===== src/rtl/fqm_defs.vh =====
// Constants for the quad identification and read set-up interpreter.
// Assumes inclusion by the one design file that uses them.
`ifndef FQM_DEFS_VH
`define FQM_DEFS_VH
// Opcodes
`define FQM_OP_QUAD_ID 8'h94
`define FQM_OP_UNIQUE 8'h4b
`define FQM_OP_SET_PARAM 8'hc0
`define FQM_OP_WRAP_READ 8'h0c
`define FQM_OP_FAST 8'h0b
`define FQM_OP_QUAD_FAST 8'heb
`define FQM_OP_SET_WRAP 8'h77
`define FQM_OP_ENTER 8'h38
`define FQM_OP_EXIT 8'hff
`define FQM_OP_RST_EN 8'h66
`define FQM_OP_RST 8'h99
// Phase lengths in serial clocks
`define FQM_OPC_SERIAL 6'h08
`define FQM_OPC_QUAD 6'h02
`define FQM_ADDR_SERIAL 6'h18
`define FQM_ADDR_QUAD 6'h06
`define FQM_MODE_CLKS 6'h02
`define FQM_DUMMY_ID 6'h04
`define FQM_DUMMY_UNIQUE 6'h20
`define FQM_DUMMY_FAST_SER 6'h08
`define FQM_DUMMY_QFAST_SER 6'h04
`define FQM_DUMMY_SEL0 6'h04
`define FQM_DUMMY_SEL1 6'h06
`define FQM_DUMMY_SEL2 6'h08
`define FQM_PARAM_QPI_CLKS 6'h02
`define FQM_PARAM_WRAP_CLKS 6'h08
// Field positions
`define FQM_PARAM_DUMMY_HI 5
`define FQM_PARAM_DUMMY_LO 4
`define FQM_PARAM_WRAP_HI 1
`define FQM_PARAM_WRAP_LO 0
`define FQM_SER_WRAP_HI 6
`define FQM_SER_WRAP_LO 5
// Reset values
`define FQM_DUMMY_FIELD_RST 2'h0
`define FQM_WRAP_FIELD_RST 2'h0
`define FQM_PATTERN_RST 8'h00
// Register byte offsets
`define FQM_REG_CTRL 4'h0
`define FQM_REG_STATUS 4'h4
`define FQM_REG_PATTERN 4'h8
`define FQM_REG_LASTOP 4'hc
`endif


===== src/rtl/fqm_core.v =====
// Serial flash command interpreter: IDs, read set-up, four-wire mode.
// Assumes pins from another clock domain and an Avalon-MM master on clk.
// What this block does
// - Quad ID: opcode, 24 zero address bits quad
// - Then mode byte, four dummies, then output
// - ID nibbles out on falling edge MSB first
// - Maker/device alternate until select rises
// - Unique read: opcode, 32 dummy clocks, out
// - 128-bit unique number fixed, unalterable
// - Read-parameter opcode ignored outside four-wire mode
// - Dummy field: 4, 6, 8, 8 clocks
// - Wrap field: 8, 16, 32, 64 bytes
// - Reset gives 8-byte wrap, 4 dummies
// - Programmed dummies only for four-wire reads
// - Serial wrap from opcode; kept over switches
// - Wrapped read returns to aligned window start
// - Only enter opcode selects four-wire mode
// - Enter ignored while quad enable clear
// - Start serial; never both modes together
// - Entering keeps latch, suspend, wrap
// - Exit opcode returns; latch, suspend, wrap kept
//
// Register access over Avalon-MM and the address map were decided locally.
`timescale 1ns/1ps
`include "fqm_defs.vh"
module fqm_core #(
	parameter [7:0] MAKER_CODE = 8'h5a, // Arbitrary value
	parameter [7:0] DEVICE_CODE = 8'h3c, // Arbitrary value
	parameter [127:0] UNIQUE_NUMBER = 128'h0123456789abcdeffedcba9876543210
) (
	input wire clk,
	input wire rst_n,
	input wire sck_pin,
	input wire cs_n_pin,
	input wire [3:0] io_in,
	output reg [3:0] io_out,
	output reg [3:0] io_oe,
	input wire [3:0] avs_address,
	input wire avs_read,
	input wire avs_write,
	input wire [31:0] avs_writedata,
	input wire [3:0] avs_byteenable,
	output reg [31:0] avs_readdata,
	output reg avs_waitrequest
);
	// Phase states
	localparam [2:0] ST_OPC = 3'h0;
	localparam [2:0] ST_ADDR = 3'h1;
	localparam [2:0] ST_MODE = 3'h2;
	localparam [2:0] ST_DUMMY = 3'h3;
	localparam [2:0] ST_DOUT = 3'h4;
	localparam [2:0] ST_PARAM = 3'h5;
	localparam [2:0] ST_SKIP = 3'h6;
	// Output kinds
	localparam [1:0] K_ID = 2'h0;
	localparam [1:0] K_UID = 2'h1;
	localparam [1:0] K_RD = 2'h2;

	reg sck_s1, sck_s2, sck_d; // Serial clock synchroniser and history
	reg cs_s1, cs_s2; // Select synchroniser
	reg [3:0] io_s1, io_s2; // Data synchroniser
	reg [2:0] state; // Phase of the current frame
	reg [5:0] cnt; // Clocks seen in the phase
	reg [5:0] need; // Clocks the phase lasts
	reg quad_in; // Four bits per clock in
	reg quad_out; // Four bits per clock out
	reg [1:0] kind; // What the output phase sends
	reg wrap_on; // Burst wraps inside its window
	reg mode_next; // Mode byte follows the address
	reg [5:0] dummy_after; // Dummy clocks after address
	reg set_wrap; // Parameter phase is the serial wrap form
	reg [23:0] sr; // Input shifter
	reg [23:0] addr; // Read address
	reg [6:0] ocnt; // Output beat counter
	reg four_wire_command_mode; // Mode flag, single bit for both modes
	reg [1:0] dummy_count_field; // Programmed dummy selection
	reg [1:0] wrap_size_field; // Wrap length selection
	reg rst_armed; // Reset enable seen
	reg [7:0] last_op; // Last decoded opcode
	reg quad_enable_bit; // Software-set quad enable
	reg write_latch_flag; // Software-held write latch
	reg suspend_flag; // Software-held suspend status
	reg [7:0] pattern; // Read data scrambler

	wire rise = sck_s2 & ~sck_d & ~cs_s2; // Rising serial edge in frame
	wire fall = ~sck_s2 & sck_d & ~cs_s2; // Falling serial edge in frame
	wire last = (cnt == need - 6'h01); // Final clock of the phase
	wire [23:0] next_sr = quad_in ? {sr[19:0], io_s2} : {sr[22:0], io_s2[0]};
	wire [7:0] op = next_sr[7:0]; // Opcode at the end of its phase
	wire [15:0] id_word = {MAKER_CODE, DEVICE_CODE};
	wire [15:0] id_sh = id_word >> {~ocnt[1:0], 2'b00};
	wire [7:0] rd_byte = addr[7:0] ^ pattern; // Stand-in array content
	wire byte_end = quad_out ? ocnt[0] : (ocnt[2:0] == 3'h7);
	reg [5:0] dummy_prog; // Dummies from the programmed field
	reg [23:0] wrap_mask; // Window mask for wrapped bursts
	reg [23:0] next_addr; // Address after the current byte
	reg [3:0] next_bits; // Bits driven at the next falling edge

	// Dummy count decode
	always @* begin
		case (dummy_count_field)
			2'h0: dummy_prog = `FQM_DUMMY_SEL0;
			2'h1: dummy_prog = `FQM_DUMMY_SEL1;
			default: dummy_prog = `FQM_DUMMY_SEL2;
		endcase
	end

	// Wrap window and address advance
	always @* begin
		case (wrap_size_field)
			2'h0: wrap_mask = 24'h000007;
			2'h1: wrap_mask = 24'h00000f;
			2'h2: wrap_mask = 24'h00001f;
			default: wrap_mask = 24'h00003f;
		endcase
		if (wrap_on) begin
			next_addr = (addr & ~wrap_mask) | ((addr + 24'h1) & wrap_mask);
		end else begin
			next_addr = addr + 24'h1;
		end
	end

	// Output bit selection
	always @* begin
		next_bits = 4'h0;
		case (kind)
			K_ID: next_bits = id_sh[3:0];
			K_UID: next_bits = {2'b00, UNIQUE_NUMBER[~ocnt], 1'b0};
			default: begin
				if (quad_out) begin
					next_bits = ocnt[0] ? rd_byte[3:0] : rd_byte[7:4];
				end else begin
					next_bits = {2'b00, rd_byte[~ocnt[2:0]], 1'b0};
				end
			end
		endcase
	end

	// Pin synchronisers
	always @(posedge clk or negedge rst_n) begin
		if (!rst_n) begin
			sck_s1 <= 1'b0;
			sck_s2 <= 1'b0;
			sck_d <= 1'b0;
			cs_s1 <= 1'b1;
			cs_s2 <= 1'b1;
			io_s1 <= 4'h0;
			io_s2 <= 4'h0;
		end else begin
			sck_s1 <= sck_pin;
			sck_s2 <= sck_s1;
			sck_d <= sck_s2;
			cs_s1 <= cs_n_pin;
			cs_s2 <= cs_s1;
			io_s1 <= io_in;
			io_s2 <= io_s1;
		end
	end

	// Frame sequencer
	always @(posedge clk or negedge rst_n) begin
		if (!rst_n) begin
			state <= ST_OPC;
			cnt <= 6'h00;
			need <= `FQM_OPC_SERIAL;
			quad_in <= 1'b0;
			quad_out <= 1'b0;
			kind <= K_ID;
			wrap_on <= 1'b0;
			mode_next <= 1'b0;
			dummy_after <= `FQM_DUMMY_ID;
			set_wrap <= 1'b0;
			sr <= 24'h0;
			addr <= 24'h0;
			ocnt <= 7'h00;
			four_wire_command_mode <= 1'b0;
			dummy_count_field <= `FQM_DUMMY_FIELD_RST;
			wrap_size_field <= `FQM_WRAP_FIELD_RST;
			rst_armed <= 1'b0;
			last_op <= 8'h00;
			io_out <= 4'h0;
			io_oe <= 4'h0;
		end else if (cs_s2) begin
			// Select high: idle, pins released
			state <= ST_OPC;
			cnt <= 6'h00;
			quad_in <= four_wire_command_mode;
			need <= four_wire_command_mode ? `FQM_OPC_QUAD : `FQM_OPC_SERIAL;
			io_oe <= 4'h0;
		end else if (fall && state == ST_DOUT) begin
			// Drive the next beat
			io_out <= next_bits;
			io_oe <= quad_out ? 4'hf : 4'h2;
			ocnt <= ocnt + 7'h01;
			if (kind == K_RD && byte_end) begin
				addr <= next_addr;
			end
		end else if (rise) begin
			sr <= next_sr;
			cnt <= last ? 6'h00 : cnt + 6'h01;
			case (state)
				ST_OPC: begin
					if (last) begin
						last_op <= op;
						rst_armed <= (op == `FQM_OP_RST_EN);
						state <= ST_SKIP;
						wrap_on <= 1'b0;
						mode_next <= 1'b0;
						kind <= K_RD;
						case (op)
							`FQM_OP_QUAD_ID: begin
								state <= ST_ADDR;
								quad_in <= 1'b1;
								need <= `FQM_ADDR_QUAD;
								mode_next <= 1'b1;
								dummy_after <= `FQM_DUMMY_ID;
								kind <= K_ID;
								quad_out <= 1'b1;
							end
							`FQM_OP_UNIQUE: begin
								if (!four_wire_command_mode) begin
									state <= ST_DUMMY;
									need <= `FQM_DUMMY_UNIQUE;
									kind <= K_UID;
									quad_out <= 1'b0;
								end
							end
							`FQM_OP_FAST: begin
								state <= ST_ADDR;
								quad_in <= four_wire_command_mode;
								quad_out <= four_wire_command_mode;
								if (four_wire_command_mode) begin
									need <= `FQM_ADDR_QUAD;
									dummy_after <= dummy_prog;
								end else begin
									need <= `FQM_ADDR_SERIAL;
									dummy_after <= `FQM_DUMMY_FAST_SER;
								end
							end
							`FQM_OP_QUAD_FAST: begin
								state <= ST_ADDR;
								quad_in <= 1'b1;
								quad_out <= 1'b1;
								need <= `FQM_ADDR_QUAD;
								mode_next <= ~four_wire_command_mode;
								dummy_after <= four_wire_command_mode ?
									dummy_prog : `FQM_DUMMY_QFAST_SER;
							end
							`FQM_OP_WRAP_READ: begin
								if (four_wire_command_mode) begin
									state <= ST_ADDR;
									quad_out <= 1'b1;
									need <= `FQM_ADDR_QUAD;
									dummy_after <= dummy_prog;
									wrap_on <= 1'b1;
								end
							end
							`FQM_OP_SET_PARAM: begin
								if (four_wire_command_mode) begin
									state <= ST_PARAM;
									need <= `FQM_PARAM_QPI_CLKS;
									set_wrap <= 1'b0;
								end
							end
							`FQM_OP_SET_WRAP: begin
								if (!four_wire_command_mode) begin
									state <= ST_PARAM;
									quad_in <= 1'b1;
									need <= `FQM_PARAM_WRAP_CLKS;
									set_wrap <= 1'b1;
								end
							end
							`FQM_OP_ENTER: begin
								// Latch, suspend and wrap are untouched
								if (quad_enable_bit) begin
									four_wire_command_mode <= 1'b1;
								end
							end
							`FQM_OP_EXIT: begin
								four_wire_command_mode <= 1'b0;
							end
							`FQM_OP_RST: begin
								if (rst_armed) begin
									dummy_count_field <= `FQM_DUMMY_FIELD_RST;
									wrap_size_field <= `FQM_WRAP_FIELD_RST;
									four_wire_command_mode <= 1'b0;
								end
							end
							default: state <= ST_SKIP;
						endcase
					end
				end
				ST_ADDR: begin
					if (last) begin
						addr <= next_sr;
						state <= mode_next ? ST_MODE : ST_DUMMY;
						need <= mode_next ? `FQM_MODE_CLKS : dummy_after;
					end
				end
				ST_MODE: begin
					// Mode byte is taken and not acted on
					if (last) begin
						state <= ST_DUMMY;
						need <= dummy_after;
					end
				end
				ST_DUMMY: begin
					if (last) begin
						state <= ST_DOUT;
						ocnt <= 7'h00;
					end
				end
				ST_PARAM: begin
					if (last) begin
						state <= ST_SKIP;
						if (set_wrap) begin
							wrap_size_field <=
								next_sr[`FQM_SER_WRAP_HI:`FQM_SER_WRAP_LO];
						end else begin
							dummy_count_field <=
								next_sr[`FQM_PARAM_DUMMY_HI:`FQM_PARAM_DUMMY_LO];
							wrap_size_field <=
								next_sr[`FQM_PARAM_WRAP_HI:`FQM_PARAM_WRAP_LO];
						end
					end
				end
				ST_DOUT, ST_SKIP: state <= state;
				default: state <= ST_SKIP;
			endcase
		end
	end

	// Avalon-MM slave: one wait cycle, then the answer
	always @(posedge clk or negedge rst_n) begin
		if (!rst_n) begin
			avs_waitrequest <= 1'b1;
			avs_readdata <= 32'h0;
			quad_enable_bit <= 1'b0;
			write_latch_flag <= 1'b0;
			suspend_flag <= 1'b0;
			pattern <= `FQM_PATTERN_RST;
		end else begin
			avs_waitrequest <= ~((avs_read | avs_write) & avs_waitrequest);
			if (avs_read && avs_waitrequest) begin
				case (avs_address)
					`FQM_REG_CTRL: avs_readdata <= {29'h0, suspend_flag,
						write_latch_flag, quad_enable_bit};
					`FQM_REG_STATUS: avs_readdata <= {15'h0, ~cs_s2, 6'h0,
						wrap_size_field, 2'h0, dummy_count_field, 3'h0,
						four_wire_command_mode};
					`FQM_REG_PATTERN: avs_readdata <= {24'h0, pattern};
					`FQM_REG_LASTOP: avs_readdata <= {24'h0, last_op};
					default: avs_readdata <= 32'h0;
				endcase
			end
			if (avs_write && !avs_waitrequest && avs_byteenable[0]) begin
				case (avs_address)
					`FQM_REG_CTRL: begin
						quad_enable_bit <= avs_writedata[0];
						write_latch_flag <= avs_writedata[1];
						suspend_flag <= avs_writedata[2];
					end
					`FQM_REG_PATTERN: pattern <= avs_writedata[7:0];
					default: pattern <= pattern;
				endcase
			end
		end
	end
endmodule // fqm_core


===== config.mk =====
export PLATFORM = sky130hd
export DESIGN_NAME = fqm_core
export DESIGN_NICKNAME = d
export VERILOG_FILES = /design/src/rtl/fqm_core.v
export VERILOG_INCLUDE_DIRS = /design/src /design/src/rtl
export SDC_FILE = /design/constraint.sdc
export NUM_CORES = 1
export LEC_CHECK = 0
export ABC_AREA = 0
export BUFFER_PORTS_ARGS = -buffer_cell sky130_fd_sc_hd__buf_2
export CORE_MARGIN = 1.5
export CORE_UTILIZATION = 62
export DETAILED_ROUTE_END_ITERATION = 8
export PLACE_DENSITY = 0.86
export SKIP_LAST_GASP = 1
export SYNTH_ARGS = -nofsm -noshare
export SYNTH_HDL_FRONTEND = slang
export SYNTH_SLANG_ARGS = --single-unit

===== constraint.sdc =====
create_clock -name clk -period 8.5 [get_ports clk]
set_input_delay 0.425 -clock clk [delete_from_list [all_inputs] [get_ports clk]]
set_output_delay 0.425 -clock clk [all_outputs]
set_load 0.02 [all_outputs]

# After elaboration in Yosys (flattened, before gate mapping)
# Memories as Yosys holds them, arrays and structs flattened.
# Cells that the tools add are included.
# op_classes
n_addsub	4
magnitude_cmp	2
n_eq_ne	52
n_shift	1
muxes	91
bitwise_logic	20
reduce_logical	46
# ops
cell	n
24-bit 2-to-1 mux	7
6-bit 2-to-1 mux	16
17-bit one-hot mux with 4 select lines	1
24-bit bitwise AND	2
8-bit == test, second input constant	5
8-bit AND reduction	5
6-bit one-hot mux with 3 select lines	2
6-bit one-hot mux with 6 select lines	1
4-bit 2-to-1 mux	8
3-bit 2-to-1 mux	10
7-bit 2-to-1 mux	4
24-bit by 1-bit adder with 24-bit output, second input constant	1
8-bit by 7-bit == test with 1-bit output, second input constant	3
2-bit inequality test, second input constant	12
24-bit NOT	1
24-bit bitwise OR	1
6-bit one-hot mux with 4 select lines	1
2-bit 2-to-1 mux	10
2-bit nonzero test	10
3-bit inequality test, second input constant	6
3-bit one-hot mux with 6 select lines	1
1-bit 2-to-1 mux	17
8-bit by 4-bit == test with 1-bit output, second input constant	2
4-bit inequality test, second input constant	4
49 further kinds	86
# totals
ff_bits	161
rom_bits	128
in_bits	50
out_inout_bits	41
elab_cells	250
memories	1
# memory_table
memory	depth	word_bits	rd	rd_ports_with_merged_regs	wr	line	text
(no name shown)	128	1	1	0	0	fqm_core.v:128	K_UID: next_bits = {2'b00, UNIQUE_NUMBER[~ocnt], 1'b0};

# Logic depth before layout (Yosys ltp)
# Gate-level depths: netlist of run 1.
# depth
depth_word	9
mapped_depth	11
depth_no_buf	9

# Worst setup path after synthesis of run 1
# OpenSTA, ideal clock, no wires.
# synth_timing
path_kind	reg-to-reg
from	reg ocnt[0]
to	reg io_out[1]
setup_ps	76
arrival_time_ps	2759
t_required_ps	8424
slack_ps	5665
stages_incl_launch_ff	10
n_path_buf	1
synth_period_minus_slack_ps	2835
cell_sequence	dfrtp_1 > buf_1 > inv_1 > ha_1 > mux4_2 > mux2_2 > mux4_2 > a21oi_1 > o21ai_1 > o21ai_1
# synth_via
elab_chain_cells	5
elab_cells_between_ends	11
classes_between	shift: 1; mux: 6; bitwise: 3; memory: 1
# synth_rtl
element	line	text
start: declaration	fqm_core.v:74	reg [6:0] ocnt;
start signal: assignment	fqm_core.v:194	ocnt <= ocnt + 7'h01;
branches (longest 4 deep; another with memory 128 x 1 bit)	n/a	
4-bit one-hot mux with 2 select lines (*)	fqm_core.v:126	case (kind)
end signal: assignment	fqm_core.v:192	io_out <= next_bits;
end: declaration	fqm_core.v:36	output reg [3:0] io_out,
# Mark *: on every way between the ends. The select of a mux whose other input is x is not followed.
# A chain may end at the register's enable or synchronous reset.

# Worst setup path in the final report of run 1
# layout_timing
from	reg cs_s2
to	reg addr[0]
# layout_via
elab_chain_cells	5
elab_cells_between_ends	10
classes_between	eq/ne: 1; mux: 1; bitwise: 3; reduce/logical: 5
# layout_rtl
element	line	text
start: declaration	fqm_core.v:60	reg cs_s1, cs_s2;
start signal: assignment	fqm_core.v:154	cs_s2 <= cs_s1;
1-bit NOT (no line) (*)	n/a	
1-bit bitwise AND	fqm_core.v:86	wire fall = ~sck_s2 & sck_d & ~cs_s2;
1-bit logical AND	fqm_core.v:190	end else if (fall && state == ST_DOUT) begin
2-bit by 1-bit inequality test with 1-bit output (no line) / 2-bit nonzero test (equally long branches)	n/a	
5-bit AND reduction (no line)	n/a	
end signal: assignment	fqm_core.v:196	addr <= next_addr;
end signal: assignment	fqm_core.v:295	addr <= next_sr;
end: declaration	fqm_core.v:73	reg [23:0] addr;
# Every way passes the cells marked *; elsewhere a longest branch is shown, timed or not.

==> summary.txt, run 1 <==
run status: finished with violations
failing checks: negative hold slack
worst skew pair latency: 0.37 ns
Post-synth EDFFs: 0
post-synthesis cell count: 626
slowest cell on the critical path: a2bb2oi_1
placed cells: 772
vias per cell: 6.17
Met2 Wirelength: 6410 um
prevailing post-synth register cell: dfrtp_1
Syn Std Cell Area: 6140 um2
# setup viols final: 0
Least-Margin Pin Slew: 1.15 ns
final setup skew: 0.00993 ns
Fillers: 753
R2R depth: 6
crit-path cells: inv_1 -> nand2_1 -> nand4b_1 -> a2bb2oi_1 -> mux2i_1 -> o31ai_1
maximum clock path buffer count: 2
Post-synth ARST share: 100%
Crit Path Class: reg -> reg
Synth warnings: 0
IO buf count: 42
number of remaining DRC errors: 0
area added between synthesis and finish: 5.99%
Vias: 4,865
antenna-violating nets left: 0
reg-to-reg slack, setup: 5.08 ns
RSZ-0062 raised after global routing: false
Worst Path Arrival: 3.64 ns
uppermost routed layer: met4
initial core utilization: 63.4%
drt first pass iters: 5
required time worst endpoint: 8.72 ns
# hold bufs at CTS: 0
drt total wl: 13,200 um
DRT iter0 DRCs: 381
fin nets: 712
Final Hold Viols: 2
Resize count post-CTS: 0
Tightest Hold Check Type: in -> async
Die Area: 10,500 um2
count of maximum capacitance violations: 0
R2R Path End: addr[0]
worst slack at placement: 5.17 ns
setup ws final: 5.08 ns
fin crit period: 3.42 ns
CTS tree: built
GRT Overall Usage: 26.6%
core box area: 9680 um2
Top-Level Pins: 91
total CTS buffers: 9
initial antenna violation count: 0
setup_tns: 0 ns
routed wl met3: 851 um
Max Fclk: 292 MHz
vias in the first global route: 4,579
fin crit share: 40.2%
CP max FO: 21
Avg Inst Size Synth: 9.81 um2
synth unique cells: 93
die height: 103 um
share of post-route cells with drive strength above 1: 18.8%
DP Wirelength: 9480 um
worst IR drop on VDD: 128 uV
WL/cell: 16.8 um
# H-tree levels: 3
Die Wd: 103 um
startpoint type of the worst setup path: flip-flop
type of destination of the critical path: flip-flop
Clock Sinks: 102
Met1 Wirelength: 5580 um
Worst slew margin: 22.8%
R2R Path Start: cs_s2
pwr dens: 152 nW/um2
clk root buf: clkbuf_8
Finished Core Util: 67.2%
Post-Layout Cell Count: 788
Largest stage delay, worst path: 0.94 ns
largest net degree at the start of global routing: 65
post-synthesis register bit count: 102
grt total ovfl: 0
post-CTS setup repair buffer count: 0
first-pass GRT wire length: 22,000 um
Hold WS: -0.00616 ns
routability cong.: 0.972
Pins Over Slew Limit: 0
# rows: 36
LEAKAGE: 2.86 nW
Clock Pin Slew Worst Setup and Hold Paths: 0.10 ns
post-synthesis sequential area ratio: 41.7%
Antenna Cells: 0
==> report_power, final <==
group / leakage [nW] / switching (mW) / internal, mW
registers: 1.37 / 0.0337 / 0.507
logic: 1.40 / 0.0863 / 0.0570
clock network: 0.0964 / 0.160 / 0.144
total: 2.86 / 0.280 / 0.707
==> cells in the mapped netlist, drive strengths merged, types with 2 or more instances <==
master / number / area, um2
a21boi: 2 / 15.0
a22oi: 8 / 60.1
a21o: 5 / 37.5
a2111oi: 2 / 37.5
a31oi: 6 / 37.5
o32a: 2 / 20.0
o22ai: 6 / 43.8
ha: 12 / 150
nor4b: 6 / 73.8
xnor2: 14 / 123
a211oi: 5 / 47.5
nor2: 48 / 180
buf: 35 / 240
nor4bb: 2 / 20.0
inv: 17 / 63.8
nand2b: 8 / 50.1
xor2: 6 / 52.6
dfstp: 5 / 131
nand3: 19 / 100
o211ai: 3 / 36.3
o22a: 4 / 35.0
nor3b: 4 / 35.0
mux4: 8 / 180
a22o: 8 / 70.1
and3: 5 / 36.3
nor2b: 3 / 18.8
o21ai: 48 / 248
a2bb2oi: 3 / 32.5
or2: 2 / 12.5
o2111ai: 3 / 32.5
clkbuf: 18 / 68.8
or3: 4 / 25.0
nand4: 9 / 56.3
and2: 3 / 20.0
nand4b: 4 / 41.3
mux2: 25 / 293
mux2i: 15 / 175
a21oi: 33 / 169
o31ai: 8 / 65.1
nor4: 3 / 18.8
dfrtp: 97 / 2430
o211a: 2 / 20.0
nand2: 69 / 264
nor3: 16 / 80.1
==> stage by stage <==
step	total power, mW	hold slack, ns	instance area, um2
final	0.987	-0.00616	6510
after floorplan	0.655	0.129	6220
after global placement	0.686	0.334	6320
after global routing	1.03	0.0283	6510
after detailed placement	0.691	0.336	6320
after CTS	0.994	0.00471	6510
==> routing by layer <==
metal	vias to the layer above	track usage, %
met5	-	0
met4	0	9.27
met3	35	5.22
met2	217	44.8
met1	2330	34.6
li1	2283	-
==> registers in the layout (all words and copies together), names as in the netlist, 2 cells and up, named ones only <==
| register | count |
|---|---|
| io_out | 4 |
| avs_readdata | 11 |
| pattern | 8 |
| io_s1 | 4 |
| sr | 7 |
| need | 5 |
| addr | 5 |
| wrap_size_field | 2 |
| dummy_count_field | 2 |
| io_oe | 2 |
| io_s2 | 4 |
| dummy_after | 3 |
| ocnt | 7 |
| cnt | 6 |
| last_op | 8 |
| kind | 2 |
| state | 3 |
==> critical path: cells and delay by family (launching register included) <==
kind | cells | cell delay, ns
flip-flops | 1 | 0.80
AND/OR/NAND/NOR | 2 | 0.91
buffers and inverters | 1 | 0.27
AO/OA/AOI/OAI | 2 | 1.02
multiplexers | 1 | 0.27
==> cell usage in the layout (no fill, tap or decap), types with 7 or more instances in the layout <==
| cell type | count |
|---|---|
| nand4_1 | 9 |
| o21ai_0 | 38 |
| o31ai_1 | 7 |
| nor2_1 | 48 |
| mux2i_1 | 13 |
| inv_1 | 16 |
| a22oi_1 | 8 |
| nor3_1 | 16 |
| conb_1 | 21 |
| nand3_1 | 18 |
| o21ai_1 | 8 |
| nand2_1 | 67 |
| nand2b_1 | 8 |
| mux2_2 | 19 |
| dfrtp_1 | 97 |
| mux4_2 | 8 |
| ha_1 | 12 |
| xnor2_1 | 14 |
| buf_2 | 41 |
| a21oi_1 | 32 |
| clkbuf_8 | 10 |
| a22o_1 | 8 |
==> final cells by class <==
type	count	area, um2	area share, %
flip-flops and latches	102	2560	39.3
multi-input cells	473	3280	50.4
clock inverters	4	47.5	0.730
repair buffers	46	243	3.73
well taps	133	166	2.56
clock buffers	12	145	2.23
inverters	18	67.6	1.04
==> how the worst max path moves through the flow <==
stage	startpoint	end	slack, ns	cells past startpoint
floorplan	ocnt[0]	io_out[1]	5.66	9
global placement	cs_s2	addr[0]	5.16	6
detailed placement	cs_s2	addr[0]	5.17	6
CTS	cs_s2	addr[0]	5.14	6
global route	cs_s2	addr[0]	4.81	6
finish	cs_s2	addr[0]	5.08	6
==> kinds of logic (layout without fill, tap and decap cells) <==
| kind of cell | count (synthesis) | after routing | share of synthesized area, % |
|---|---|---|---|
| AOI/OAI and AO/OA | 160 | 160 | 18.2 |
| muxes | 48 | 48 | 10.6 |
| adders and majority gates | 12 | 12 | 2.44 |
| other | 1 | 21 | 0.0611 |
| xor gates and xnor gates | 20 | 20 | 2.85 |
| buffers and inverters | 71 | 80 | 6.13 |
| and+or+nand+nor | 212 | 212 | 18.1 |
| DFF | 102 | 102 | 41.7 |
No activity file was read; power rests on OpenSTA's default activity.
==> run 2: changes to the inputs <==
--- a/config.mk
+++ b/config.mk
@@ -9,9 +9,9 @@
 export ABC_AREA = 0
 export BUFFER_PORTS_ARGS = -buffer_cell sky130_fd_sc_hd__buf_2
 export CORE_MARGIN = 1.5
-export CORE_UTILIZATION = 62
+export CORE_UTILIZATION = 52
 export DETAILED_ROUTE_END_ITERATION = 8
-export PLACE_DENSITY = 0.86
+export PLACE_DENSITY = 0.77
 export SKIP_LAST_GASP = 1
 export SYNTH_ARGS = -nofsm -noshare
 export SYNTH_HDL_FRONTEND = slang
==> constraint.sdc (replaced) <==
create_clock -name clk -period 3.05 [get_ports clk]
set_input_delay 0.1525 -clock clk [delete_from_list [all_inputs] [get_ports clk]]
set_output_delay 0.1525 -clock clk [all_outputs]
set_load 0.02 [all_outputs]
==> run 2 against run 1 <==
Hold slack gained 0.026 ns; wire length grew 7.2%; critical path type unchanged; clock skew up 0.00050 ns; the run now ends clean; clock-buffer cell count fell by 3.
==> summary.txt, run 2 (same netlist as run 1, synthesis figures left out) <==
placed cells: 791 (+2.5%)
Clock Pin Slew Worst Setup and Hold Paths: 0.08 ns (-0.02 ns)
worst slack at placement: 0.223 ns (-4.94 ns)
core box area: 11,500 um2 (+18%)
grt total ovfl: 0 (unchanged)
R2R Path End: set_wrap
required time worst endpoint: 3.26 ns (-5.46 ns)
Tightest Hold Check Type: in -> reg
LEAKAGE: 3.01 nW (+5.2%)
largest net degree at the start of global routing: 66 (+1.5%)
final setup skew: 0.0104 ns (+0.000504 ns)
antenna-violating nets left: 0 (unchanged)
clk root buf: clkbuf_16
vias per cell: 6.08 (-1.6%)
setup_tns: 0 ns (unchanged)
startpoint type of the worst setup path: flip-flop
Placement Cell Area: 6410 um2 (+1.5%)
post-CTS setup repair buffer count: 0 (unchanged)
drt total wl: 14,200 um (+7.2%)
drt first pass iters: 6 (+1)
total CTS buffers: 9 (unchanged)
Pins Over Slew Limit: 0 (unchanged)
run status: finished clean
fin crit period: 2.83 ns (-0.588 ns)
CP max FO: 24 (+14%)
Top-Level Pins: 91 (unchanged)
pwr dens: 465 nW/um2 (+210%)
CTS tree: built
setup ws final: 0.219 ns (-4.86 ns)
worst IR drop on VDD: 477 uV (+270%)
hold path startpoint: avs_writedata[3]
# setup viols final: 0 (unchanged)
hold path endpoint: pattern[3]
post-route cell area: 6830 um2 (+4.9%)
worst skew pair latency: 0.36 ns (about the same)
routability cong.: 0.913 (-6.1%)
number of remaining DRC errors: 0 (unchanged)
# rows: 39 (+8.3%)
Clock Sinks: 102 (unchanged)
die height: 112 um (+8.9%)
Vias: 4,959 (+1.9%)
WL/cell: 17.4 um (+3.6%)
Least-Margin Pin Slew: 0.845 ns (-0.310 ns)
DRT iter0 DRCs: 312 (-18%)
most common cell after layout, fill and taps aside: dfrtp_1
total power: 3.17 mW (+220%)
R2R Path Start: need[1]
vias in the first global route: 4,869 (+6.3%)
Die Area: 12,500 um2 (+19%)
Post-Layout Cell Count: 816 (+3.6%)
Max Fclk: 353 MHz (+21%)
Finished Core Util: 59.6% (-7.7 points)
Hold WS: 0.0203 ns (+0.0264 ns)
initial antenna violation count: 0 (unchanged)
initial core utilization: 53.6% (-9.9 points)
Die Wd: 112 um (+8.9%)
RSZ-0062 raised after global routing: true
# H-tree levels: 3 (unchanged)
Final Hold Viols: 0 (-2)
Antenna Cells: 0 (unchanged)
maximum clock path buffer count: 2 (unchanged)
Crit Path Class: reg -> reg
reg-to-reg slack, setup: 0.22 ns (-4.86 ns)
Largest regs: avs_readdata x11, last_op x8, pattern x8
IO buf count: 42 (unchanged)
Worst slew margin: 43.7% (+21 points)
Worst Path Arrival: 3.04 ns (-0.60 ns)
area added between synthesis and finish: 11.2%
GRT Overall Usage: 23.5% (-3.1 points)
most frequent cells in the layout: 97 x dfrtp_1, 67 x nand2_1, 48 x nor2_1
Reg with most FFs: avs_readdata
fin nets: 730 (+2.5%)
Fillers: 954 (+27%)
fin crit share: 92.8% (+53 points)
type of destination of the critical path: flip-flop
crit path from: need[1]
Hold Path Cell Cnt: 2
max reg flops: 11 (unchanged)
share of post-route cells with drive strength above 1: 20.1% (+1.3 points)
first-pass GRT wire length: 23,700 um (+8.1%)
DP Wirelength: 10,100 um (+6.0%)
count of maximum capacitance violations: 0 (unchanged)
R2R depth: 10 (+4)
run 2: what timing repair did:
action / in CTS / in global routing
endpoints found under the setup margin: 0 / 1
hold buffers: 9 / 0
gates resized for setup: 0 / 1
endpoints found under the hold margin: 66 / 0
run 2: worst max-delay path by stage:
stage	end	slack, ns	cells after the start
after detailed placement	addr[0]	0.22	9
after global placement	addr[0]	0.32	9
final	set_wrap	0.22	10
after floorplan	io_out[1]	0.21	9
after global routing	dummy_after[3]	-0.02	9
after CTS	addr[0]	0.20	9
run 2: metal layers:
metal	vias to the layer above	share of wire, %	GRT usage, %
li1	2331	-	-
met1	2436	43	29.8
met2	162	49	39.5
met3	30	5.1	5.93
met4	0	2.4	8.10
met5	-	0	0
run 2: worst max-delay path, stage by stage (launching register included):
cell      delay [ns]
dfrtp_1         0.40
inv_1           0.08
ha_1            0.23
nand2b_1        0.17
o211a_1         0.14
o31ai_1         0.32
nand4b_1        0.32
or2_1           0.42
buf_4           0.26
o31ai_1         0.21
o21ai_0         0.13
run 2: cell type report:
cell class,instances,area (um2),area share [%]
well taps,143,179,2.62
flip-flops and latches,102,2560,37.5
inverters,18,67.6,0.989
multi-input cells,473,3290,48.1
repair buffers,64,413,6.05
clock buffers,9,225,3.30
clock inverters,7,97.6,1.43
run 2: power breakdown:
group | leakage [nW] | switching [mW] | internal, mW
clock network | 0.159 | 0.569 | 0.665
registers | 1.37 | 0.0958 | 1.41
logic | 1.49 | 0.253 | 0.180
total | 3.01 | 0.917 | 2.26
